$ cat config.mk
export PLATFORM = sky130hd
export DESIGN_NAME = servo_drive_io_sequencer
export DESIGN_NICKNAME = d
export VERILOG_FILES = /design/src/hw/servo_io_pkg.sv /design/src/hw/servo_drive_io_sequencer.sv
export SDC_FILE = /design/constraint.sdc
export NUM_CORES = 1
export LEC_CHECK = 0
export BUFFER_PORTS_ARGS = -buffer_cell sky130_fd_sc_hd__buf_4
export CAP_MARGIN = 20
export CORE_MARGIN = 2
export CORE_UTILIZATION = 65
export CTS_BUF_LIST = sky130_fd_sc_hd__clkbuf_4 sky130_fd_sc_hd__clkbuf_8
export DETAILED_ROUTE_END_ITERATION = 8
export GPL_ROUTABILITY_DRIVEN = 1
export HOLD_SLACK_MARGIN = 0.12
export PLACE_DENSITY = 0.89
export SLEW_MARGIN = 20
export SYNTH_ARGS = -nofsm -noshare
export SYNTH_HDL_FRONTEND = slang
export SYNTH_SLANG_ARGS = --single-unit
$ cat constraint.sdc
create_clock -name aclk -period 18.15 [get_ports aclk]
set_clock_uncertainty 0.1 [all_clocks]
set_input_delay 3.63 -clock aclk [delete_from_list [all_inputs] [get_ports aclk]]
set_output_delay 3.63 -clock aclk [all_outputs]
set_load 0.01 [all_outputs]
$ cat src/hw/servo_io_pkg.sv
package servo_io_pkg;
  // Clock and pole estimation timing
  localparam int CLK_PERIOD_NS   = 100;
  localparam int POLE_EST_US     = 1000;
  localparam int POLE_EST_CYCLES = (POLE_EST_US * 1000 + CLK_PERIOD_NS - 1) / CLK_PERIOD_NS;

  // Register byte offsets
  localparam logic [7:0] ADDR_CONFIG   = 8'h00;
  localparam logic [7:0] ADDR_TQ_LIMIT = 8'h04;
  localparam logic [7:0] ADDR_IN_POS   = 8'h08;
  localparam logic [7:0] ADDR_STATUS   = 8'h0c;
  localparam logic [7:0] ADDR_POS_ERR  = 8'h10;
  localparam logic [7:0] ADDR_IRQ_STAT = 8'h14;
  localparam logic [7:0] ADDR_IRQ_CLR  = 8'h18;
  localparam logic [7:0] ADDR_IRQ_EN   = 8'h1c;

  // Reset values
  localparam logic [31:0] RST_CONFIG   = 32'h0000_0000;
  localparam logic [15:0] RST_TQ_LIMIT = 16'h7fff;
  localparam logic [15:0] RST_IN_POS   = 16'h000a;

  // Config field positions
  localparam int CFG_POLE_LSB = 0;
  localparam int CFG_MON1_LSB = 2;
  localparam int CFG_MON2_LSB = 4;
  localparam int CFG_FMT_LSB  = 6;

  // Interrupt bit positions
  localparam int IRQ_ALARM   = 0;
  localparam int IRQ_HOMED   = 1;
  localparam int IRQ_SETTLED = 2;
  localparam int IRQ_BITS    = 3;

  // Pole estimation setting codes
  localparam logic [1:0] POLE_OFF   = 2'h0;
  localparam logic [1:0] POLE_SET_A = 2'h1;
  localparam logic [1:0] POLE_SET_B = 2'h2;

  // AXI responses
  localparam logic [1:0] RESP_OKAY   = 2'h0;
  localparam logic [1:0] RESP_SLVERR = 2'h2;

  typedef enum logic [1:0] {
    FMT_PULSE_DIR = 2'h0,
    FMT_FWD_REV   = 2'h1,
    FMT_QUAD      = 2'h2
  } pulse_fmt_t;

  typedef enum logic [1:0] {
    MON_SPEED  = 2'h0,
    MON_TORQUE = 2'h1,
    MON_ERROR  = 2'h2,
    MON_CMD    = 2'h3
  } mon_sel_t;

  typedef enum logic [2:0] {
    S_OFF  = 3'b001,
    S_POLE = 3'b010,
    S_RUN  = 3'b100
  } servo_state_t;

  typedef enum logic [2:0] {
    H_IDLE = 3'b001,
    H_SEEK = 3'b010,
    H_DONE = 3'b100
  } home_state_t;

  // Discrete pin inputs, kept together through the synchroniser
  typedef struct packed {
    logic servo_enable;
    logic fault_clear;
    logic torque_cap;
    logic fwd_limit;
    logic rev_limit;
    logic home_switch;
    logic homing_request;
    logic pulse_gate;
    logic deviation_clear;
    logic main_power;
    logic fault_event;
    logic pulse_a;
    logic pulse_b;
  } io_in_t;
endpackage

$ cat src/hw/servo_drive_io_sequencer.sv
// Local design decisions: the AXI4-Lite interface to the registers and the placing of the registers.
`timescale 1ns/1ps
// Summary of operation
// Servo enable energises motor; release otherwise
// Pole setting A/B runs estimation first
// Fault clear edge cancels latched alarm
// Host drops enable, fixes fault first
// Torque cap input applies configured limit
// Forward limit low blocks forward motion
// Reverse limit low blocks reverse motion
// Home switch ends the homing search
// Homing request edge starts homing
// Pulses counted only while gate high
// Deviation clear zeroes position error
// Ready needs main power, no alarm
// Alarm output high normal, low faulted
// Settled when error within window
// Homing done after successful homing
// Brake release while servo enabled
// Two monitor channels, selectable quantity
// Pulse format selectable, three kinds
// Inputs synchronised, actions on rising edge
module servo_drive_io_sequencer
  import servo_io_pkg::*;
#(
  parameter int POLE_CYCLES = POLE_EST_CYCLES,
  parameter int MON_W       = 16
) (
  input  wire logic              aclk,                      // Clock
  input  wire logic              aresetn,                   // Sync reset, low
  input  wire logic [7:0]        s_axi_awaddr,              // Write address
  input  wire logic              s_axi_awvalid,             // Write address valid
  output logic                   s_axi_awready,             // Write address ready
  input  wire logic [31:0]       s_axi_wdata,               // Write data
  input  wire logic [3:0]        s_axi_wstrb,               // Byte enables
  input  wire logic              s_axi_wvalid,              // Write data valid
  output logic                   s_axi_wready,              // Write data ready
  output logic [1:0]             s_axi_bresp,               // Write response
  output logic                   s_axi_bvalid,              // Write response valid
  input  wire logic              s_axi_bready,              // Write response ready
  input  wire logic [7:0]        s_axi_araddr,              // Read address
  input  wire logic              s_axi_arvalid,             // Read address valid
  output logic                   s_axi_arready,             // Read address ready
  output logic [31:0]            s_axi_rdata,               // Read data
  output logic [1:0]             s_axi_rresp,               // Read response
  output logic                   s_axi_rvalid,              // Read data valid
  input  wire logic              s_axi_rready,              // Read data ready
  input  wire logic              servo_enable_in,           // Servo enable pin
  input  wire logic              fault_clear_in,            // Alarm reset pin
  input  wire logic              torque_cap_in,             // Torque limit pin
  input  wire logic              fwd_limit_in,              // Forward limit, low blocks
  input  wire logic              rev_limit_in,              // Reverse limit, low blocks
  input  wire logic              home_switch_in,            // Origin area sensor
  input  wire logic              homing_request_in,         // Start homing pin
  input  wire logic              pulse_cmd_gate_in,         // Pulse input enable
  input  wire logic              deviation_clear_in,        // Error counter clear
  input  wire logic              main_power_in,             // Main power present
  input  wire logic              fault_event_in,            // Power stage fault
  input  wire logic              pulse_a_in,                // Pulse / fwd / phase A
  input  wire logic              pulse_b_in,                // Dir / rev / phase B
  input  wire logic [31:0]       actual_pos_in,             // Encoder position
  input  wire logic [15:0]       speed_in,                  // Detected speed
  input  wire logic [15:0]       torque_cmd_in,             // Loop torque demand
  output logic                   motor_energise_out,        // Power stage on
  output logic                   pole_estimating_out,       // Pole estimation active
  output logic                   home_seek_out,             // Homing search motion
  output logic [15:0]            torque_cmd_out,            // Limited torque demand
  output logic                   fwd_inhibit_out,           // Forward motion blocked
  output logic                   rev_inhibit_out,           // Reverse motion blocked
  output logic [31:0]            cmd_pos_out,               // Commanded position
  output logic                   drive_ready_out,           // Servo ready
  output logic                   fault_ok_out,              // Alarm, low when faulted
  output logic                   settled_out,               // In position
  output logic                   homing_done_out,           // Homing complete
  output logic                   holding_brake_release_out, // Brake release
  output logic [MON_W-1:0]       monitor_channel_one,       // Monitor 1
  output logic [MON_W-1:0]       monitor_channel_two,       // Monitor 2
  output logic                   irq_out                    // Level interrupt
);

  localparam int NIN = $bits(io_in_t);

  // Elaboration checks
  if (POLE_CYCLES < 1) begin : g_bad_pole
    $error("POLE_CYCLES must be at least 1");
  end
  if (MON_W < 1 || MON_W > 16) begin : g_bad_mon
    $error("MON_W must be 1 to 16");
  end

  // Quadrature step: +1, -1 or 0 from old and new phases
  function automatic logic [1:0] quad_step(input logic [1:0] o, input logic [1:0] n);
    logic [3:0] t;
    t = {o, n};
    case (t)
      4'b0001, 4'b0111, 4'b1110, 4'b1000: quad_step = 2'b01;
      4'b0010, 4'b1011, 4'b1101, 4'b0100: quad_step = 2'b11;
      default: quad_step = 2'b00;
    endcase
  endfunction

  // Three-stage synchroniser, change taken when stages two and three agree
  io_in_t raw, s1, s2, s3, pin, pin_d;
  assign raw = '{servo_enable_in, fault_clear_in, torque_cap_in, fwd_limit_in,
                 rev_limit_in, home_switch_in, homing_request_in, pulse_cmd_gate_in,
                 deviation_clear_in, main_power_in, fault_event_in, pulse_a_in, pulse_b_in};
  for (genvar i = 0; i < NIN; i++) begin : g_sync
    always_ff @(posedge aclk) begin
      if (!aresetn) begin
        s1[i]    <= 1'b0;
        s2[i]    <= 1'b0;
        s3[i]    <= 1'b0;
        pin[i]   <= 1'b0;
        pin_d[i] <= 1'b0;
      end else begin
        s1[i] <= raw[i];
        s2[i] <= s1[i];
        s3[i] <= s2[i];
        if (s2[i] == s3[i]) begin
          pin[i] <= s3[i];
        end
        pin_d[i] <= pin[i];
      end
    end
  end
  io_in_t rise;
  assign rise = pin & ~pin_d;

  // Registers
  logic [31:0]         config_reg;
  logic [15:0]         tq_limit;
  logic [15:0]         in_pos_win;
  logic [IRQ_BITS-1:0] irq_stat;
  logic [IRQ_BITS-1:0] irq_en;
  logic                alarm;
  servo_state_t        servo_st;
  home_state_t         home_st;
  logic [31:0]         pole_cnt;
  logic [31:0]         cmd_pos;
  logic [31:0]         pos_err;
  logic [31:0]         abs_err;
  logic                settled_d;

  logic [1:0] pole_sel;
  pulse_fmt_t fmt;
  mon_sel_t   mon1_sel, mon2_sel;
  assign pole_sel = config_reg[CFG_POLE_LSB +: 2];
  assign mon1_sel = mon_sel_t'(config_reg[CFG_MON1_LSB +: 2]);
  assign mon2_sel = mon_sel_t'(config_reg[CFG_MON2_LSB +: 2]);
  assign fmt      = pulse_fmt_t'(config_reg[CFG_FMT_LSB +: 2]);

  // AXI write channel: address and data taken in either order
  logic        aw_held, w_held;
  logic [7:0]  aw_addr;
  logic [31:0] w_data;
  logic [3:0]  w_strb;
  logic        do_write;
  logic        irq_clr_wr;
  assign s_axi_awready = !aw_held && !s_axi_bvalid;
  assign s_axi_wready  = !w_held && !s_axi_bvalid;
  assign do_write      = aw_held && w_held && !s_axi_bvalid;
  assign irq_clr_wr    = do_write && aw_addr == ADDR_IRQ_CLR;

  always_ff @(posedge aclk) begin
    if (!aresetn) begin
      aw_held      <= 1'b0;
      w_held       <= 1'b0;
      aw_addr      <= 8'h00;
      w_data       <= 32'h0000_0000;
      w_strb       <= 4'h0;
      s_axi_bvalid <= 1'b0;
      s_axi_bresp  <= RESP_OKAY;
    end else begin
      if (s_axi_awvalid && s_axi_awready) begin
        aw_held <= 1'b1;
        aw_addr <= s_axi_awaddr;
      end
      if (s_axi_wvalid && s_axi_wready) begin
        w_held <= 1'b1;
        w_data <= s_axi_wdata;
        w_strb <= s_axi_wstrb;
      end
      if (do_write) begin
        aw_held      <= 1'b0;
        w_held       <= 1'b0;
        s_axi_bvalid <= 1'b1;
        if (aw_addr == ADDR_CONFIG || aw_addr == ADDR_TQ_LIMIT || aw_addr == ADDR_IN_POS ||
            aw_addr == ADDR_IRQ_CLR || aw_addr == ADDR_IRQ_EN) begin
          s_axi_bresp <= RESP_OKAY;
        end else begin
          s_axi_bresp <= RESP_SLVERR;
        end
      end else if (s_axi_bvalid && s_axi_bready) begin
        s_axi_bvalid <= 1'b0;
      end
    end
  end

  // Writable registers with byte enables
  always_ff @(posedge aclk) begin
    if (!aresetn) begin
      config_reg <= RST_CONFIG;
      tq_limit   <= RST_TQ_LIMIT;
      in_pos_win <= RST_IN_POS;
      irq_en     <= '0;
    end else if (do_write) begin
      for (int b = 0; b < 4; b++) begin
        if (w_strb[b] && aw_addr == ADDR_CONFIG) begin
          config_reg[8*b +: 8] <= w_data[8*b +: 8];
        end
      end
      if (aw_addr == ADDR_TQ_LIMIT) begin
        if (w_strb[0]) tq_limit[7:0]  <= w_data[7:0];
        if (w_strb[1]) tq_limit[15:8] <= w_data[15:8];
      end else if (aw_addr == ADDR_IN_POS) begin
        if (w_strb[0]) in_pos_win[7:0]  <= w_data[7:0];
        if (w_strb[1]) in_pos_win[15:8] <= w_data[15:8];
      end else if (aw_addr == ADDR_IRQ_EN && w_strb[0]) begin
        irq_en <= w_data[IRQ_BITS-1:0];
      end
    end
  end

  // AXI read channel, data one cycle after address
  assign s_axi_arready = !s_axi_rvalid;
  always_ff @(posedge aclk) begin
    if (!aresetn) begin
      s_axi_rvalid <= 1'b0;
      s_axi_rdata  <= 32'h0000_0000;
      s_axi_rresp  <= RESP_OKAY;
    end else if (s_axi_arvalid && s_axi_arready) begin
      s_axi_rvalid <= 1'b1;
      s_axi_rresp  <= RESP_OKAY;
      if (s_axi_araddr == ADDR_CONFIG) begin
        s_axi_rdata <= config_reg;
      end else if (s_axi_araddr == ADDR_TQ_LIMIT) begin
        s_axi_rdata <= {16'h0000, tq_limit};
      end else if (s_axi_araddr == ADDR_IN_POS) begin
        s_axi_rdata <= {16'h0000, in_pos_win};
      end else if (s_axi_araddr == ADDR_STATUS) begin
        s_axi_rdata <= {22'h000000, home_st, servo_st, settled_out, alarm, drive_ready_out,
                        pin.main_power};
      end else if (s_axi_araddr == ADDR_POS_ERR) begin
        s_axi_rdata <= pos_err;
      end else if (s_axi_araddr == ADDR_IRQ_STAT) begin
        s_axi_rdata <= {{(32-IRQ_BITS){1'b0}}, irq_stat};
      end else if (s_axi_araddr == ADDR_IRQ_EN) begin
        s_axi_rdata <= {{(32-IRQ_BITS){1'b0}}, irq_en};
      end else if (s_axi_araddr == ADDR_IRQ_CLR) begin
        s_axi_rdata <= 32'h0000_0000;
      end else begin
        s_axi_rdata <= 32'h0000_0000;
        s_axi_rresp <= RESP_SLVERR;
      end
    end else if (s_axi_rvalid && s_axi_rready) begin
      s_axi_rvalid <= 1'b0;
    end
  end

  // Alarm latch, a new fault wins over a clear in the same cycle
  always_ff @(posedge aclk) begin
    if (!aresetn) begin
      alarm <= 1'b0;
    end else if (rise.fault_event) begin
      alarm <= 1'b1;
    end else if (rise.fault_clear) begin
      alarm <= 1'b0;
    end
  end
  assign fault_ok_out    = !alarm;
  assign drive_ready_out = pin.main_power && !alarm;

  // Servo sequence with optional pole estimation
  always_ff @(posedge aclk) begin
    if (!aresetn) begin
      servo_st <= S_OFF;
      pole_cnt <= 32'h0000_0000;
    end else begin
      case (servo_st)
        S_OFF: begin
          pole_cnt <= 32'h0000_0000;
          if (pin.servo_enable && drive_ready_out) begin
            if (pole_sel == POLE_SET_A || pole_sel == POLE_SET_B) begin
              servo_st <= S_POLE;
            end else begin
              servo_st <= S_RUN;
            end
          end
        end
        S_POLE: begin
          pole_cnt <= pole_cnt + 32'h0000_0001;
          if (!pin.servo_enable || !drive_ready_out) begin
            servo_st <= S_OFF;
          end else if (pole_cnt == 32'(POLE_CYCLES - 1)) begin
            servo_st <= S_RUN;
          end
        end
        S_RUN: begin
          if (!pin.servo_enable || !drive_ready_out) begin
            servo_st <= S_OFF;
          end
        end
        default: servo_st <= S_OFF;
      endcase
    end
  end
  assign motor_energise_out        = servo_st != S_OFF;
  assign holding_brake_release_out = servo_st != S_OFF;
  assign pole_estimating_out       = servo_st == S_POLE;

  // Homing: search toward origin area until the switch shows it
  always_ff @(posedge aclk) begin
    if (!aresetn) begin
      home_st <= H_IDLE;
    end else if (servo_st != S_RUN) begin
      home_st <= H_IDLE;
    end else begin
      case (home_st)
        H_IDLE: if (rise.homing_request) home_st <= H_SEEK;
        H_SEEK: if (pin.home_switch) home_st <= H_DONE;
        H_DONE: if (rise.homing_request) home_st <= H_SEEK;
        default: home_st <= H_IDLE;
      endcase
    end
  end
  assign home_seek_out   = home_st == H_SEEK && pin.rev_limit;
  assign homing_done_out = home_st == H_DONE;

  // Travel limits and torque cap
  assign fwd_inhibit_out = !pin.fwd_limit;
  assign rev_inhibit_out = !pin.rev_limit;
  always_ff @(posedge aclk) begin
    if (!aresetn) begin
      torque_cmd_out <= 16'h0000;
    end else if (servo_st != S_RUN) begin
      torque_cmd_out <= 16'h0000;
    end else if (pin.torque_cap && $signed(torque_cmd_in) > $signed(tq_limit)) begin
      torque_cmd_out <= tq_limit;
    end else if (pin.torque_cap && $signed(torque_cmd_in) < -$signed(tq_limit)) begin
      torque_cmd_out <= 16'(-$signed(tq_limit));
    end else begin
      torque_cmd_out <= torque_cmd_in;
    end
  end

  // Pulse train decode into a signed step
  logic [1:0] step;
  always_comb begin
    step = 2'b00;
    case (fmt)
      FMT_PULSE_DIR: if (rise.pulse_a) step = pin.pulse_b ? 2'b11 : 2'b01;
      FMT_FWD_REV: begin
        if (rise.pulse_a && !rise.pulse_b) step = 2'b01;
        if (rise.pulse_b && !rise.pulse_a) step = 2'b11;
      end
      FMT_QUAD: step = quad_step({pin_d.pulse_a, pin_d.pulse_b},
                                 {pin.pulse_a, pin.pulse_b});
      default: step = 2'b00;
    endcase
  end
  logic step_ok;
  assign step_ok = pin.pulse_gate && servo_st == S_RUN &&
                   !(step == 2'b01 && fwd_inhibit_out) &&
                   !(step == 2'b11 && rev_inhibit_out);

  // Commanded position and deviation clear
  always_ff @(posedge aclk) begin
    if (!aresetn) begin
      cmd_pos <= 32'h0000_0000;
    end else if (rise.deviation_clear || servo_st != S_RUN) begin
      cmd_pos <= actual_pos_in;
    end else if (step_ok) begin
      cmd_pos <= cmd_pos + {{30{step[1]}}, step};
    end
  end
  assign cmd_pos_out = cmd_pos;

  // Position error and in-position flag
  assign pos_err = cmd_pos - actual_pos_in;
  assign abs_err = pos_err[31] ? 32'(-$signed(pos_err)) : pos_err;
  always_ff @(posedge aclk) begin
    if (!aresetn) begin
      settled_out <= 1'b1; // Idle high, no settled event out of reset
      settled_d   <= 1'b1;
    end else begin
      settled_out <= abs_err <= {16'h0000, in_pos_win};
      settled_d   <= settled_out;
    end
  end

  // Monitor channels
  function automatic logic [MON_W-1:0] mon_pick(input mon_sel_t s, input logic [15:0] sp,
                                                input logic [15:0] tq, input logic [31:0] er,
                                                input logic [31:0] cp);
    case (s)
      MON_SPEED:  mon_pick = sp[15 -: MON_W];
      MON_TORQUE: mon_pick = tq[15 -: MON_W];
      MON_ERROR:  mon_pick = er[MON_W-1:0];
      default:    mon_pick = cp[MON_W-1:0];
    endcase
  endfunction
  always_ff @(posedge aclk) begin
    if (!aresetn) begin
      monitor_channel_one <= '0;
      monitor_channel_two <= '0;
    end else begin
      monitor_channel_one <= mon_pick(mon1_sel, speed_in, torque_cmd_out, pos_err, cmd_pos);
      monitor_channel_two <= mon_pick(mon2_sel, speed_in, torque_cmd_out, pos_err, cmd_pos);
    end
  end

  // Sticky interrupt status, set wins over clear
  logic [IRQ_BITS-1:0] irq_ev;
  assign irq_ev[IRQ_ALARM]   = rise.fault_event && !alarm;
  assign irq_ev[IRQ_HOMED]   = home_st == H_SEEK && pin.home_switch && servo_st == S_RUN;
  assign irq_ev[IRQ_SETTLED] = settled_out && !settled_d;
  always_ff @(posedge aclk) begin
    if (!aresetn) begin
      irq_stat <= '0;
    end else begin
      irq_stat <= (irq_stat & ~(irq_clr_wr && w_strb[0] ? w_data[IRQ_BITS-1:0] : '0)) | irq_ev;
    end
  end
  assign irq_out = |(irq_stat & irq_en);

  // Checks
  a_brake_follows: assert property (@(posedge aclk) disable iff (!aresetn)
    !pin.servo_enable |=> !holding_brake_release_out) else $error("brake released while off");
  a_enable_starts: assert property (@(posedge aclk) disable iff (!aresetn)
    servo_st == S_OFF && pin.servo_enable && drive_ready_out && pole_sel == POLE_OFF
    |=> servo_st == S_RUN) else $error("servo did not start");
  a_pole_first: assert property (@(posedge aclk) disable iff (!aresetn)
    servo_st == S_OFF ##1 servo_st == S_RUN
    |-> $past(pole_sel) != POLE_SET_A && $past(pole_sel) != POLE_SET_B)
    else $error("run without pole estimate");
  a_alarm_clear: assert property (@(posedge aclk) disable iff (!aresetn)
    alarm && rise.fault_clear && !rise.fault_event |=> fault_ok_out)
    else $error("alarm not cleared");
  a_alarm_low: assert property (@(posedge aclk) disable iff (!aresetn)
    rise.fault_event |=> !fault_ok_out && !drive_ready_out) else $error("alarm not set");
  a_ready_power: assert property (@(posedge aclk) disable iff (!aresetn)
    !pin.main_power |-> !drive_ready_out) else $error("ready without power");
  a_fwd_block: assert property (@(posedge aclk) disable iff (!aresetn)
    !pin.fwd_limit && !rise.deviation_clear && servo_st == S_RUN && $stable(servo_st)
    |=> $signed(cmd_pos - $past(cmd_pos)) <= 0) else $error("forward step past limit");
  a_gate_off: assert property (@(posedge aclk) disable iff (!aresetn)
    !pin.pulse_gate && !rise.deviation_clear && servo_st == S_RUN
    |=> $stable(cmd_pos)) else $error("pulse taken with gate off");
  a_dev_clear: assert property (@(posedge aclk) disable iff (!aresetn)
    rise.deviation_clear |=> cmd_pos == $past(actual_pos_in))
    else $error("error not zeroed");
  a_home_done: assert property (@(posedge aclk) disable iff (!aresetn)
    home_st == H_SEEK && pin.home_switch && servo_st == S_RUN |=> homing_done_out)
    else $error("homing not done");
  a_settle_win: assert property (@(posedge aclk) disable iff (!aresetn)
    abs_err > {16'h0000, in_pos_win} |=> !settled_out) else $error("settled out of window");
  a_sync_delay: assert property (@(posedge aclk) disable iff (!aresetn)
    $rose(s3.servo_enable) && s2.servo_enable |=> pin.servo_enable)
    else $error("sync filter late");

endmodule

---- Word-level counts from Yosys, hierarchy flattened ----
Memories as Yosys holds them, arrays and structs flattened.
Cells that the tools add are included.
W data, S select, Z words.
word-level totals
  bits in registers ....................... 339
  ROM bits ................................ 32
  output and inout port bits .............. 132
  word-level logic and storage cells ...... 283
  memories kept ........................... 1
memory list
  memory            words  bits a word  read ports  clocked after Yosys merged registers in  wr ports  line                            source
  (name not given)  16     2            1           0                                        0         servo_drive_io_sequencer.sv:95  case (t)
operators by class
  add/subtract/negate cells ............... 5
  magnitude comparators ................... 3
  equal/unequal tests ..................... 48
  muxes and demuxes ....................... 45
  bitwise logic cells ..................... 9
  reduce and logical (&&, ||, !) cells .... 78
operators by type and width
  kind                     count
  $mux W32                 8
  $pmux W16 S3             2
  $pmux W32 S2             1
  $eq A8 B5 Y1 const B     6
  $add A32 B1 Y32 const B  1
  $add A32 B32 Y32         1
  $eq A32 B14 Y1 const B   1
  $le A32 B16 Y1           1
  $logic_and A1 B1 Y1      32
  $mux W16                 2
  $neg A32 Y32             1
  $sub A32 B32 Y32         1
  $mux W3                  10
  $eq A8 B4 Y1 const B     3
  $mux W2                  12
  $eq A8 B3 Y1 const B     2
  $gt A16 B16 Y1           1
  $logic_not A8 Y1         2
  $lt A16 B16 Y1           1
  $neg A16 Y16             1
  $logic_not A1 Y1         14
  $eq A1 B1 Y1             13
  $and A12 B12 Y12         1
  $not A12 Y12             1
  25 further kinds         70

---- Logic depth before layout (Yosys ltp) ----
  word-level depth ........................ 14
  mapped depth ............................ 27
  mapped depth without buffers ............ 25

---- Least setup slack after synthesis ----
No wires, ideal clock.
  path type ............................... input port to flip-flop
  start ................................... input actual_pos_in[20]
  end ..................................... register settled_out
  arrival time ............................ 8.033 ns
  required time ........................... 17.954 ns
  setup slack ............................. 9.922 ns
  cell stages on the path ................. 25
  buffers on the path ..................... 2
  cells stage by stage .................... inv_1 > ha_1 > clkbuf_1 > a21oi_1 > nor2_1 > or4_1 > o21ba_2 > nor2_1 > a2111o_1 > nand3_1 > clkbuf_1 > o21ai_0 > ha_1 > nor2b_1 > o21a_1 > o21a_1 > o21ai_0 > nand2b_1 > a21oi_1 > o21ai_0 > a21oi_1 > a21oi_1 > a221oi_1 > o211ai_1 > o41ai_2
on the way
  longest elaborated chain between the ends .. 4
ends and longest elaborated chain
  item                  line                             source
  start, declared       servo_drive_io_sequencer.sv:61   input wire logic [31:0] actual_pos_in,
  $sub A32 B32 Y32 (*)  servo_drive_io_sequencer.sv:379  assign pos_err = cmd_pos - actual_pos_in;
  $neg A32 Y32          servo_drive_io_sequencer.sv:380  assign abs_err = pos_err[31] ? 32'(-$signed(pos_err)) : pos_err;
  $mux W32 (*)          servo_drive_io_sequencer.sv:380
  $le A32 B16 Y1 (*)    servo_drive_io_sequencer.sv:386  settled_out <= abs_err <= {16'h0000, in_pos_win};
  end signal, assigned  servo_drive_io_sequencer.sv:386
  end, declared         servo_drive_io_sequencer.sv:73   output logic settled_out,
Mark *: on every way between the ends. The rest lies on a longest branch, timed or not.
A chain may end at the register's enable or synchronous reset.

---- Worst setup path after layout ----
Ends and elaborated chain as after synthesis.

==> parameters.txt <==
Parameter                              Value

Yosys
  Number of enable flip-flop cells after synthesis    0
  Post-synthesis cell type with the largest combined area    dfxtp_1
  Flops & latches, synth    331
  Sequential share of the synthesized area    34.31%
  Post-synth top area share    34.31%
  Number of different library cells in the post-synthesis netlist    85
  Synthesized area per cell    8.176 um^2
  Synthesized cell area    19,310 um^2
  Main area contributors after synthesis    dfxtp_1 (34%), ha_1 (7.6%), a21oi_1 (6.4%)
  Count of yosys warnings during synthesis    0
  Leading cell types by count after synthesis    dfxtp_1 (331), nand2_1 (289), a21oi_1 (247)
  Main flop type after synthesis    dfxtp_1
  Proportion of synthesized flip-flops having asynchronous set or reset    0%
  Dominant cell by count in the synthesized netlist    dfxtp_1
  Cell count after synthesis    2,362

Power and ir drop
  Power density over the cells    79.74 nW/um^2
  Total Power    0.001804 W
  Peak supply drop    0.07427 mV
  Leakage power    9.651 nW

GRT
  Global-route wire length before repair    91.47 mm
  Overall fraction of global-route tracks in use    36.57%
  Largest net degree at the start of global routing    115
  Antenna violations before repair    1
  Congestion Overflow GR    0
  Via count of the first global-routing pass    17,810

Routing
  Antenna Violating Nets Remaining    0
  Post-detailed-route wirelength per cell    19.50 um
  Final routed DRC violation total    0
  Total via count after detailed routing    19,010
  Starting DRT DRC Count    1,851
  Total Wirelength    58.76 mm
  Routed vias/inst    6.310
  Length of the first detailed-routing pass in iterations    6

Timing
  Max transition margin    20.01%
  Final Setup Violations    0
  Final-report hold violation count    0
  Slew @ Worst Pin    1.191 ns
  Unrepaired setup endpoints after global routing    false
  Timing-limited maximum frequency    121.0 MHz
  Fin crit period    8.264 ns
  Slew Limit Fails    0
  Period Utilization, post-route    45.53%
  Post-route setup TNS    0 ns

Clock network
  H-tree levels    2
  Buffer count from post-CTS setup fixing    0
  Hold-fix buffers at CTS    0
  Number of buffers created by CTS    50
  Number of instances resized during post-cts repair    0
  Worst-path clk slew    0.06 ns
  # clock sinks    331
  Clk Latency, worst-skew pair    0.61 ns
  Maximum clock insertion buffer count    3
  Clock tree from TritonCTS    yes
  Root cell of the clock tree    clkbuf_8

Setup path
  Startpoint kind of the worst setup timing path    input pin
  Critical path arrival    8.69 ns
  Critical-path maximum fanout    14
  Required time at the endpoint of the critical path    18.57 ns
  CP endpoint kind    flip-flop
  Crit Path Category    input pin to flip-flop

Place
  RD Place Congestion    0.9540
  Final HPWL DP    43.28 mm
  Number of input and output port buffers inserted    265

Layout
  Nets    2,837
  Area growth from synthesis to layout    17.16%
  Register area    6626 um^2
  Fillers    2,138
  Multi-input combinational cell area    11,840 um^2
  Fraction of layout cells with a size suffix above 1    17.47%

Die
  I/O pin count    268
  Die width    176.4 um
  Core outline area    29,480 um^2
  Cell Rows    63
  Total die area    31,100 um^2
  Die Span Y    176.4 um
  Initial core utilization    65.50%

Job
  Max-cap violations    0

Run status
  Run status    finished clean

Worst hold path
  Class of the worst hold path    flip-flop to flip-flop
[power by group]
group          total (W)  switching [W]  internal [W]
sequential      0.000778      0.0000264      0.000752
combinational   0.000361       0.000214      0.000148
clock           0.000665       0.000306      0.000358
total            0.00180       0.000547       0.00126
[worst max-delay path, cell delays in order]
cell and delay, ns:
buf_4 0.09, inv_1 0.03, ha_1 0.39, a21oi_1 0.32
nor2_1 0.17, or4_1 0.52, o21ba_2 0.26, nor2_1 0.07
a2111o_1 0.42, nand3_1 0.46, o21ai_0 0.19, ha_1 0.33
nor2b_1 0.14, o21a_1 0.16, o21a_1 0.16, o21ai_0 0.15
nand2b_1 0.07, a21oi_1 0.13, o21ai_0 0.11, a21oi_1 0.16
a21oi_1 0.07, a221oi_1 0.22, o211ai_1 0.15, o41ai_2 0.28
[cell type report]
cell class	count	area share, %
tap	390	2.157
clock buffer	75	4.258
multi-input combinational	1808	52.33
timing repair buffer	287	9.600
antenna	1	0.01106
sequential	331	29.29
clock inverter	17	0.6138
inverter	104	1.748
[metrics by stage]
stage | hold slack (ns) | instance area, um^2 | std cells | setup WS, ns | utilization [%]
4_1_cts | 0.3372 | 22600 | 3011 | 9.945 | 76.65
5_1_grt | 0.3527 | 22630 | 3013 | 9.459 | 76.75
3_3_place_gp | 0.3153 | 21500 | 2919 | 9.529 | 72.91
2_1_floorplan | 0.3119 | 19310 | 2363 | 9.922 | -
3_5_place_dp | 0.3229 | 21500 | 2919 | 9.332 | 72.91
6_report | 0.3331 | 22630 | 3013 | 9.886 | 76.75
[cell usage in the layout (no fill, tap or decap), drive strengths merged, types with 76 or more instances in the layout]
| master | instances |
|---|---|
| nor2 | 203 |
| nand2 | 289 |
| dfxtp | 331 |
| buf | 286 |
| and2 | 84 |
| a21oi | 250 |
| nand3 | 77 |
| clkbuf | 76 |
| o21ai | 96 |
| inv | 104 |
| ha | 117 |
[path summary, 6_finish.rpt]
check / start / end / slack, ns / cells after the start
setup / recovery: actual_pos_in[20] / settled_out / 9.89 / 24
setup reg to reg: pin[0] / cmd_pos_out[31] / 11.67 / 19
hold / removal: s1[11] / s2[11] / 0.33 / 1
hold reg to reg: s1[11] / s2[11] / 0.33 / 1
[per-layer routing]
metal	vias up	global-route usage (%)	routed length (um)
met1	8894	46.21	23310
met4	0	20.35	3339
met5	-	0	0
met2	993	59.26	26950
li1	8910	-	-
met3	216	6.525	5167
[kinds of logic (layout without fill, tap and decap cells)]
| group | count (synthesis) | count (layout) | synth area share, % |
|---|---|---|---|
| and+or+nand+nor | 888 | 888 | 22.04 |
| AOI/OAI and AO/OA | 630 | 630 | 20.81 |
| DFF | 331 | 331 | 34.31 |
| buffers and inverters | 224 | 483 | 4.503 |
| adders and majority gates | 119 | 119 | 7.788 |
| muxes | 88 | 88 | 6.810 |
| xor gates and xnor gates | 81 | 81 | 3.713 |
| other | 1 | 3 | 0.01942 |
(Power assumes the default switching activity.)
